$ cat src/verilog/slow_port_pkg.sv
// Constants and types for the slow oscillator input port
package slow_port_pkg;

    // ========================================================================
    // Bus geometry
    // ========================================================================
    localparam int          ADR_W            = 20;
    localparam int          DAT_W            = 32;
    localparam int          SEL_W            = 4;

    // ========================================================================
    // Register map: printed index, byte address is four times it
    // ========================================================================
    localparam logic [15:0] LEVEL_IDX        = 16'hf208;
    localparam logic [15:0] ENABLE_IDX       = 16'hf209;
    localparam logic [19:0] LEVEL_ADDR       = {2'h0, LEVEL_IDX, 2'h0};
    localparam logic [19:0] ENABLE_ADDR      = {2'h0, ENABLE_IDX, 2'h0};

    // ========================================================================
    // Fields and reset values
    // ========================================================================
    localparam int          REG_W            = 8;
    localparam int          FIRST_LEVEL_BIT  = 0;
    localparam int          SECOND_LEVEL_BIT = 1;
    localparam int          INPUT_EN_BIT     = 0;
    localparam logic [7:0]  ENABLE_RESET     = 8'h00;
    localparam logic [1:0]  LEVEL_RESET      = 2'h0;

    // ========================================================================
    // Oscillator mode field values
    // ========================================================================
    localparam logic [1:0]  OSC_MODE_CRYSTAL = 2'h1;
    localparam logic [1:0]  OSC_MODE_INPUT   = 2'h2;
    localparam logic [1:0]  OSC_MODE_EXT_CLK = 2'h3;

    // ========================================================================
    // Types
    // ========================================================================
    typedef enum logic [0:0] {
        BUS_IDLE = 1'b0,
        BUS_ACK  = 1'b1
    } bus_state_e;

    typedef struct packed {
        logic input_en;
        logic crystal_en;
        logic ext_clk_en;
    } pin_ctrl_s;

    localparam pin_ctrl_s   PIN_CTRL_RESET   = '{input_en: 1'b0, crystal_en: 1'b0,
                                                 ext_clk_en: 1'b0};

endpackage
$ cat src/verilog/slow_pin_gate.sv
// Gated, registered level sample of one slow port pin
`timescale 1ns/1ns
`default_nettype none

module slow_pin_gate
    import slow_port_pkg::*;
(
    // Clock and reset
    input  wire logic sys_clk,
    input  wire logic rst_n,
    // Pin and gate
    input  wire logic pin,
    input  wire logic enable,
    // Sampled level
    output var  logic level_q
);

    logic level_d;

    // Disabled input reads low
    always_comb begin
        level_d = pin & enable;
    end

    always_ff @(posedge sys_clk or negedge rst_n) begin
        if (!rst_n) begin
            level_q <= 1'b0;
        end else begin
            level_q <= level_d;
        end
    end

endmodule

`default_nettype wire

$ cat src/verilog/slow_port.sv
// Two-pin slow oscillator input port with classic Wishbone registers
`timescale 1ns/1ns
`default_nettype none

module slow_port
    import slow_port_pkg::*;
(
    // Clock and reset
    input  wire logic             sys_clk,
    input  wire logic             rst_n,
    // Wishbone slave
    input  wire logic             wb_cyc_i,
    input  wire logic             wb_stb_i,
    input  wire logic             wb_we_i,
    input  wire logic [ADR_W-1:0] wb_adr_i,
    input  wire logic [SEL_W-1:0] wb_sel_i,
    input  wire logic [DAT_W-1:0] wb_dat_i,
    output var  logic [DAT_W-1:0] wb_dat_o,
    output logic                  wb_ack_o,
    output logic                  wb_err_o,
    // Pins
    input  wire logic             first_slow_pin,
    input  wire logic             second_slow_pin,
    output var  logic             second_pin_out,
    output var  logic             second_pin_oe,
    // Clock generator side
    input  wire logic [1:0]       osc_mode,
    output var  logic             crystal_en,
    output var  logic             external_slow_clock_in,
    // Interrupt controller side
    output var  logic             slow_ext_interrupt_a,
    output var  logic             slow_ext_interrupt_b
);

    // ========================================================================
    // Bus slave
    // ========================================================================
    bus_state_e       state_q, state_d;
    logic [REG_W-1:0] enable_q, enable_d;
    logic [DAT_W-1:0] dat_q, dat_d;
    logic             err_q, err_d;
    logic [1:0]       level;
    logic             req;
    logic             hit_level;
    logic             hit_enable;

    assign req        = wb_cyc_i & wb_stb_i;
    assign hit_level  = (wb_adr_i == LEVEL_ADDR);
    assign hit_enable = (wb_adr_i == ENABLE_ADDR);

    always_comb begin
        state_d  = state_q;
        enable_d = enable_q;
        dat_d    = dat_q;
        err_d    = 1'b0;
        case (state_q)
            BUS_IDLE: begin
                if (req) begin
                    state_d = BUS_ACK;
                    dat_d   = '0;
                    if (hit_level) begin
                        // Read-only, upper bits zero, writes dropped
                        dat_d[1:0] = level;
                    end else if (hit_enable) begin
                        dat_d[REG_W-1:0] = enable_q;
                        if (wb_we_i && wb_sel_i[0]) begin
                            // All bits stored, bit 0 steers the pins
                            enable_d = wb_dat_i[REG_W-1:0];
                        end
                    end else begin
                        err_d = 1'b1;
                    end
                end
            end
            BUS_ACK: begin
                state_d = BUS_IDLE;
            end
            default: begin
                state_d = BUS_IDLE;
            end
        endcase
    end

    always_ff @(posedge sys_clk or negedge rst_n) begin
        if (!rst_n) begin
            state_q  <= BUS_IDLE;
            enable_q <= ENABLE_RESET;
            dat_q    <= '0;
            err_q    <= 1'b0;
        end else begin
            state_q  <= state_d;
            enable_q <= enable_d;
            dat_q    <= dat_d;
            err_q    <= err_d;
        end
    end

    assign wb_dat_o = dat_q;
    assign wb_ack_o = (state_q == BUS_ACK) & ~err_q;
    assign wb_err_o = (state_q == BUS_ACK) & err_q;

    // ========================================================================
    // Pin function selection
    // ========================================================================
    pin_ctrl_s ctrl_q, ctrl_d;
    logic      xtal_drive_d;

    always_comb begin
        ctrl_d.input_en   = enable_q[INPUT_EN_BIT];
        // Oscillator use only while the input function is off
        ctrl_d.crystal_en = (osc_mode == OSC_MODE_CRYSTAL) & ~enable_q[INPUT_EN_BIT];
        ctrl_d.ext_clk_en = (osc_mode == OSC_MODE_EXT_CLK) & ~enable_q[INPUT_EN_BIT];
        // Inverting amplifier across the crystal
        xtal_drive_d      = ~first_slow_pin;
    end

    always_ff @(posedge sys_clk or negedge rst_n) begin
        if (!rst_n) begin
            ctrl_q         <= PIN_CTRL_RESET;
            second_pin_out <= 1'b0;
        end else begin
            ctrl_q         <= ctrl_d;
            second_pin_out <= xtal_drive_d;
        end
    end

    assign second_pin_oe          = ctrl_q.crystal_en;
    assign crystal_en             = ctrl_q.crystal_en;
    assign external_slow_clock_in = second_slow_pin & ctrl_q.ext_clk_en;

    // ========================================================================
    // Level sampling, gated by the input enable
    // ========================================================================
    slow_pin_gate u_first_gate (
        .sys_clk (sys_clk),
        .rst_n   (rst_n),
        .pin     (first_slow_pin),
        .enable  (ctrl_q.input_en),
        .level_q (level[FIRST_LEVEL_BIT])
    );

    slow_pin_gate u_second_gate (
        .sys_clk (sys_clk),
        .rst_n   (rst_n),
        .pin     (second_slow_pin),
        .enable  (ctrl_q.input_en),
        .level_q (level[SECOND_LEVEL_BIT])
    );

    // Interrupt use needs only the input function; osc_mode is not decoded
    assign slow_ext_interrupt_a = level[FIRST_LEVEL_BIT];
    assign slow_ext_interrupt_b = level[SECOND_LEVEL_BIT];
endmodule

`default_nettype wire

$ cat config.mk
export PLATFORM = sky130hd
export DESIGN_NAME = slow_port
export DESIGN_NICKNAME = d
export VERILOG_FILES = /design/src/verilog/slow_port_pkg.sv /design/src/verilog/slow_pin_gate.sv /design/src/verilog/slow_port.sv
export SDC_FILE = /design/constraint.sdc
export NUM_CORES = 1
export LEC_CHECK = 0
export ABC_AREA = 1
export BUFFER_PORTS_ARGS = -buffer_cell sky130_fd_sc_hd__buf_2
export CORE_MARGIN = 1.5
export CORE_UTILIZATION = 35
export CTS_CLUSTER_SIZE = 40
export DETAILED_ROUTE_END_ITERATION = 7
export GPL_TIMING_DRIVEN = 0
export MAX_ROUTING_LAYER = met4
export PLACE_DENSITY = 0.78
export SLEW_MARGIN = 20
export SYNTH_ARGS = -nofsm -noshare
export SYNTH_HDL_FRONTEND = slang
export SYNTH_HIERARCHICAL = 1
export SYNTH_SLANG_ARGS = --single-unit
$ cat constraint.sdc
create_clock -name sys_clk -period 1.4 [get_ports sys_clk]
set_input_delay 0.28 -clock sys_clk [delete_from_list [all_inputs] [get_ports sys_clk]]
set_output_delay 0.28 -clock sys_clk [all_outputs]
set_load 0.01 [all_outputs]
==> results of run 1 <==
critical path: cells and delay by family, from the launching register on:
family | cells | cell delay (ns)
and+or+nand+nor | 5 | 0.62
DFF | 1 | 0.42
buffers and inverters | 1 | 0.17
layer usage:
| metal | global-route usage | part of all wire | vias to the layer above |
|---|---|---|---|
| li1 | - | - | 607 |
| met1 | 0.160 | 0.42 | 471 |
| met2 | 0.241 | 0.48 | 52 |
| met3 | 0.0232 | 0.080 | 5 |
| met4 | 0.0652 | 0.020 | 0 |
| met5 | - | 0 | - |
kinds of logic after synthesis:
| group | synth area share |
|---|---|
| other cells | 0.00291 |
| buf+inv | 0.230 |
| flops | 0.466 |
| simple gates | 0.302 |
worst max-delay path by stage:
stage               slack (ns)  cells after the start               from                 endpoint
floorplan                 0.25                      6  state_q$_DFF_PN0_  enable_q[0]$_DFFE_PN0P_
global placement          0.05                      7        wb_adr_i[3]  enable_q[3]$_DFFE_PN0P_
detailed placement        0.05                      7        wb_adr_i[3]  enable_q[2]$_DFFE_PN0P_
CTS                       0.07                      6  state_q$_DFF_PN0_  enable_q[2]$_DFFE_PN0P_
global route             0.009                      6  state_q$_DFF_PN0_  enable_q[2]$_DFFE_PN0P_
finish                    0.12                      6  state_q$_DFF_PN0_  enable_q[7]$_DFFE_PN0P_
synth_stat cells:
master,n
nor2_1,10
buf_6,1
dfrtp_1,24
conb_1,1
nand2_1,49
nand4_1,8
nand3_2,1
nand2_2,1
nor3b_1,1
nand3_1,13
nor2_4,2
inv_1,20
buf_4,27
clkinv_1,2
nor2_2,1
stage by stage:
stage                      util  setup WS (ns)  instances  hold WS (ns)  total power, mW
after floorplan               -          0.255        184       -0.0156            0.837
after global placement    0.494         0.0487        283         0.281            0.912
after detailed placement  0.494         0.0491        283         0.288            0.915
after CTS                 0.506         0.0695        286       0.00477             1.30
final                     0.513          0.121        288       -0.0167             1.29
after global routing      0.513        0.00904        288        0.0292             1.37
flip-flops by register name, indices dropped and copies added (netlist names):
register and cells:
wb_dat_o 8, err_q 1, enable_q 8, ctrl_q 2, second_pin_out 1, u_second_gate/level_q 1
crystal_en 1, u_first_gate/level_q 1, state_q 1
where the power goes:
part / leakage [nW] / internal (mW) / switching [mW]
Combinational: 0.775 / 0.0992 / 0.0992
Sequential: 0.329 / 0.700 / 0.00420
Clock: 0.0216 / 0.192 / 0.195
cell type report:
cell class / instances / area, um^2 / share of cell area
multi-input combinational: 110 / 487 / 0.275
clock buffer: 3 / 41.3 / 0.0234
sequential: 24 / 601 / 0.340
tap: 46 / 57.6 / 0.0326
inverter: 22 / 82.6 / 0.0467
buffer: 28 / 218 / 0.123
timing repair buffer: 55 / 280 / 0.159
timing repair:
action / CTS / global route
gates resized for setup: 0 / 2
endpoints found under the setup margin: 0 / 8
buffers inserted: 0 / 2
==> reports/results.tsv, run 1 <==
metric	value	unit
grt_max_degree	25	
postCtsHoldBufs	0	
drt-pass1-iter-count	4	
n_antenna_cell	0	
die_h	63.7	um
hold_ws	-0.0167	ns
critPathLaunchType	flop	
wirelength	2.51	mm
cp_slowest_stage_delay	0.42	ns
postPlaceCellArea	1700	um^2
grt_pass1_vias	1072	
synthTopCellsByArea	dfrtp_1 47%, buf_4 16%, nand2_1 14%, inv_1 5.8%, nand3_1 5.0%	
r2r_slack	0.12	ns
clock-skew-final	0.00243	ns
antenna_found_initial	0	
hold_class	primary input to asynchronous set/reset pin	
outcome	finished, violations left	
clock-sinks	24	
vias	1135	
worstPathArrival	1.48	ns
netlist_area	1290	um^2
cts_max_level	1	
path_class	flop to flop	
fmax	782	MHz
fin_tns_setup	0	ns
final_cell_mix	53 x buf_2, 49 x nand2_1, 28 x buf_4	
slew_viol_final	0	
wl_per_cell	8.70	um
clkTransAtPathRegs	0.08	ns
gr-usage-all-layers	0.141	
ios	105	
synth_seq_area_share	0.466	
fillers	356	
crit_path_frequent_cell	nor2_4	
fin_crit_sh	0.914	
crit_chain	nor2_4 > nand2_2 > nor2_4 > buf_6 > nand4_1 > nand2_1	
layout_min_cycle_time	1.28	ns
initial_core_util	0.375	
cts_tree	yes	
relSlewSlack	0.661	
end_kind	flop	
power.density	730	nW/um^2
cp_max_fo	10	
clk_latency	0.26	ns
grt_setup_unrepaired	false	
syn_area_per_cell	8.01	um^2
rows	21	
cp.required	1.60	ns
final_nets	309	
drt-vias-per-instance	3.94	
design_area	1770	um^2
leakagePower	1.13	nW
worst_r2r_path_depth	6	
synth.largest_area_cell	dfrtp_1	
r2r-end	enable_q[7]$_DFFE_PN0P_	
synthCells	161	
grt_pass1_wl	4.40	mm
finalSetupViolCount	0	
maxCapViolations	0	
cts_buffer_depth	2	
final_common_cell	buf_2	
grt_overflow	0	
cts_made_buffers	3	
yosysTopAreaCellShare	0.466	
cts_root_buf	clkbuf_8	
layout-drive-gt1-share	0.376	
port_buffers	53	
dp_hpwl	2.03	mm
dieArea	4060	um^2
synth-seq-cells	24	
yosysUniqueCellTypes	15	
violations	negative hold slack	
dieWidth	63.7	um
hold_violations	24	
peakVddDrop	0.298	mV
core_area	3440	um^2
tightest_slew	0.509	ns
drt_first_iter_violations	37	
drcViolationCount	0	
antenna_left	0	
rr_startpoint	state_q$_DFF_PN0_	
gp_congestion	0.778	
synth_warnings	6	
synthToLayoutAreaGrowth	37.0	%
cpMaxStageDelayCell	dfrtp_1	
No activity file was read; power rests on OpenSTA's default activity.
==> inputs of run 2 (changes only) <==
- SKIP_CTS_REPAIR_TIMING: not set -> 1
- clock period: 1.4 -> 1.5 ns (I/O delays scaled with it)
==> run 2 against run 1 <==
The flow now finishes without violations. Clock-buffer cell count unchanged. Register-to-register slack improved by 0.06 ns. Clock skew is essentially flat. Sequential power fell by 6.7%. Clock power shrank 6.7%. Critical path depth unchanged. Wire length down 0.28%. Core utilization down 0.76 points. Critical endpoint is now enable_q[2]$_DFFE_PN0P_. Largest cell class unchanged.
==> reports/results.tsv, run 2 (synthesis gave the netlist of run 1 again) <==
metric	value	unit
outcome	completed	
leakagePower	1.11	nW
clock-skew-final	0.00229	ns
final_common_cell	buf_2	
finalSetupViolCount	0	
dp_hpwl	2.03	mm
wirelength	2.50	mm
cts_root_buf	clkbuf_8	
design_area	1740	um^2
drcViolationCount	0	
clk_latency	0.26	ns
hold_class	primary input to asynchronous set/reset pin	
antenna_found_initial	0	
grt_overflow	0	
maxCapViolations	0	
grt_max_degree	25	
cp.required	1.65	ns
cpMaxStageDelayCell	dfrtp_1	
grt_pass1_vias	1072	
path_class	flop to flop	
final_nets	307	
drt-pass1-iter-count	5	
grt_setup_unrepaired	false	
placedCellCount	283	
fillers	357	
cp_max_fo	8	
multi_input_comb_area	479	um^2
antenna_left	0	
grt_pass1_wl	4.40	mm
final_cell_mix	53 x buf_2, 49 x nand2_1, 27 x buf_4	
fin_tns_setup	0	ns
drt_first_iter_violations	46	
n_antenna_cell	0	
vias	1131	
hold_violations	0	
relSlewSlack	0.661	
drt-vias-per-instance	3.95	
cts_max_level	1	
dieWidth	63.7	um
seq_area	601	um^2
critPathLaunchType	flop	
port_buffers	53	
end_kind	flop	
clkTransAtPathRegs	0.08	ns
power.density	691	nW/um^2
cts_tree	yes	
peakVddDrop	0.278	mV
rows	21	
final_cells	286	
crit_chain	nor2_4 > nand2_2 > nor2_4 > nand3_2 > nand2_1 > nand2_1	
dieArea	4060	um^2
core_area	3440	um^2
tightest_slew	0.508	ns
clock-sinks	24	
hold_ws	0.00193	ns
layout_min_cycle_time	1.32	ns
cts_made_buffers	3	
wl_per_cell	8.74	um
ios	105	
power	1.20	mW
fmax	758	MHz
initial_core_util	0.375	
cts_buffer_depth	2	
worstPathArrival	1.47	ns
synthToLayoutAreaGrowth	34.9	%
fin_crit_sh	0.879	
die_h	63.7	um
postPlaceCellArea	1700	um^2
slew_viol_final	0	
gp_congestion	0.778	
layout-drive-gt1-share	0.371	
gr-usage-all-layers	0.141	
cp_slowest_stage_delay	0.42	ns
-- run 2: cell count changes in the layout (fill, tap and decap cells not counted) --
cell / delta
buf_4: -1
buf_6: -1
nand3_2: +1
nand3_4: -1
-- run 2: critical path, delay by kind of cell (launching register included) --
family / cells / cell delay (ns)
flops: 1 / 0.42
simple gates: 6 / 0.79
-- run 2: area by class of cell --
type | count | area share
Timing Repair Buffer | 53 | 0.152
Sequential cell | 24 | 0.345
Multi-Input combinational cell | 110 | 0.275
Tap cell | 46 | 0.0331
Inverter | 22 | 0.0474
Clock buffer | 3 | 0.0237
Buffer | 28 | 0.123
-- run 2: metrics by stage --
step           utilization  setup slack, ns
4_1_cts              0.506            0.170
3_3_place_gp         0.494            0.129
2_1_floorplan            -            0.355
5_1_grt              0.506           0.0485
6_report             0.506            0.181
3_5_place_dp         0.494            0.129
-- run 2: per-layer routing --
metal,wire [um],global-route usage
met1,1040,0.160
met2,1210,0.241
met3,203,0.0232
met4,49,0.0652
met5,0,-
-- run 2: power by group --
| group | internal [mW] | total (mW) | switching, mW |
|---|---|---|---|
| sequential | 0.653 | 0.657 | 0.00393 |
| combinational | 0.0919 | 0.184 | 0.0917 |
| clock | 0.179 | 0.361 | 0.182 |
-- run 2: final timing paths --
check	cells past startpoint	to	from	slack (ns)
max	6	enable_q[2]$_DFFE_PN0P_	state_q$_DFF_PN0_	0.18
min	1	err_q$_DFF_PN0_	rst_n	0.002
max reg2reg	6	enable_q[2]$_DFFE_PN0P_	state_q$_DFF_PN0_	0.18
min reg2reg	2	u_second_gate/level_q$_DFF_PN0_	ctrl_q[2]$_DFF_PN0_	0.47
max in group asynchronous	1	second_pin_out$_DFF_PN0_	rst_n	1.15
min in group sys_clk	2	second_pin_out$_DFF_PN0_	first_slow_pin	0.19
==> inputs of run 3 (changes only) <==
- BUFFER_PORTS_ARGS: -buffer_cell sky130_fd_sc_hd__buf_2 -> -buffer_cell sky130_fd_sc_hd__buf_4
- clock period: 1.5 -> 1.3 ns (I/O delays scaled with it)
==> run 3 against run 2 <==
Sequential power increased by 15%. Fmax increased by 4.0%. Worst hold slack improved by 0.14 ns. Worst setup slack got worse by 0.15 ns. Critical path depth unchanged. Final area increased by 11%. Largest power group unchanged. Critical endpoint is now enable_q[7]$_DFFE_PN0P_. Critical path type unchanged. Clock-buffer cell count increased by 1.
==> reports/results.tsv, run 3 (synthesis gave the netlist of run 1 again) <==
metric	value	unit
final_cell_mix	81 x buf_4, 47 x nand2_1, 24 x conb_1, 24 x dfrtp_1, 20 x inv_1	
postPlaceCellArea	1830	um^2
p_int	1.17	mW
final_nets	310	
outcome	completed	
path_class	flop to flop	
p_clk_frac	0.327	
cts_buffer_depth	2	
drt-vias-per-instance	4.01	
cts_max_level	1	
gp_congestion	0.755	
wirelength	2.53	mm
clock-sinks	24	
cp_max_fo	8	
worstPathArrival	1.42	ns
critPathLaunchType	flop	
drt_first_iter_violations	50	
end_kind	flop	
grt_overflow	0	
n_antenna_cell	0	
finalSetupViolCount	0	
dp_hpwl	2.02	mm
hold_ws	0.144	ns
rows	21	
initial_core_util	0.375	
power	1.50	mW
hold_violations	0	
cp_slowest_stage_delay	0.42	ns
leakagePower	1.17	nW
ios	105	
wl_per_cell	8.72	um
die_h	63.7	um
drt-pass1-iter-count	4	
maxCapViolations	0	
cts_made_buffers	3	
clkTransAtPathRegs	0.08	ns
dieArea	4060	um^2
switchingPower	0.333	mW
cpMaxStageDelayCell	dfrtp_1	
grt_pass1_vias	1098	
grt_max_degree	25	
synthToLayoutAreaGrowth	49.9	%
gr-usage-all-layers	0.143	
crit_chain	nor2_4 > nand2_2 > nor2_4 > nand3_4 > nand2_1 > nand2_1	
vias	1164	
cp.required	1.46	ns
cp_top_family	simple AND/OR/NAND/NOR gates	
netSwitchingFraction	0.222	
fmax	789	MHz
antenna_found_initial	0	
hold_class	primary input to flop	
fin_crit_sh	0.975	
port_buffers	53	
fin_util	0.562	
clock-skew-final	0.00223	ns
crit_buf_inv	0	
grt_pass1_wl	4.50	mm
grt_setup_unrepaired	true	
fin_ws	0.0324	ns
peakVddDrop	0.364	mV
wl_met1	1.08	mm
pre_cts_ws	-0.0728	ns
layout_min_cycle_time	1.27	ns
dieWidth	63.7	um
highest_layer	met4	
core_area	3440	um^2
drcViolationCount	0	
antenna_left	0	
layout-drive-gt1-share	0.389	
final_common_cell	buf_4	
seqPwrFrac	0.505	
dr_wl_met3	168	um
cts_tree	yes	
slew_viol_final	0	
r2r_slack	0.03	ns
p_comb_frac	0.169	
cts_root_buf	clkbuf_8	
clk_latency	0.26	ns
power.density	777	nW/um^2
wl_met2	1.22	mm
design_area	1930	um^2
[run 3: cell types whose count changed in the layout (fill, tap and decap cells not counted), sizes merged]
cell / delta
clkbuf: +1
buf: +2
dlygate4sd3: +1
[run 3: stage by stage]
stage	setup TNS [ns]	cells
global route	-0.587	290
detailed placement	-0.545	283
CTS	-0.257	287
floorplan	0	184
global placement	-0.334	283
finish	0	290
[run 3: final cells by class]
type / count / area [um^2]
Inverter: 22 / 82.6
Clock buffer: 4 / 55.1
Multi-Input combinational cell: 110 / 497
Buffer: 28 / 218
Tap cell: 46 / 57.6
Timing Repair Buffer: 56 / 423
Sequential cell: 24 / 601
Fill cell: 335 / 1510
[run 3: layer usage]
| metal | track usage | vias to the layer above |
|---|---|---|
| li1 | - | 608 |
| met2 | 0.232 | 52 |
| met5 | - | - |
| met3 | 0.0232 | 6 |
| met1 | 0.175 | 498 |
| met4 | 0.0652 | 0 |
[run 3: power by group through the flow]
stage,Clock (mW),Combinational (mW),Sequential [mW]
floorplan,0,0.127,0.775
global placement,0,0.245,0.773
global route,0.553,0.283,0.760
detailed placement,0,0.248,0.773
finish,0.490,0.253,0.758
CTS,0.506,0.248,0.758
[run 3: worst paths after layout]
path | from | end | depth (start not counted)
worst max-delay path | state_q$_DFF_PN0_ | enable_q[7]$_DFFE_PN0P_ | 6
worst min-delay path | first_slow_pin | second_pin_out$_DFF_PN0_ | 2
worst max register to register | state_q$_DFF_PN0_ | enable_q[7]$_DFFE_PN0P_ | 6
worst min register to register | ctrl_q[2]$_DFF_PN0_ | u_second_gate/level_q$_DFF_PN0_ | 2
max in group asynchronous | rst_n | enable_q[1]$_DFFE_PN0P_ | 2
min in group asynchronous | rst_n | wb_dat_o[6]$_DFFE_PN0P_ | 2
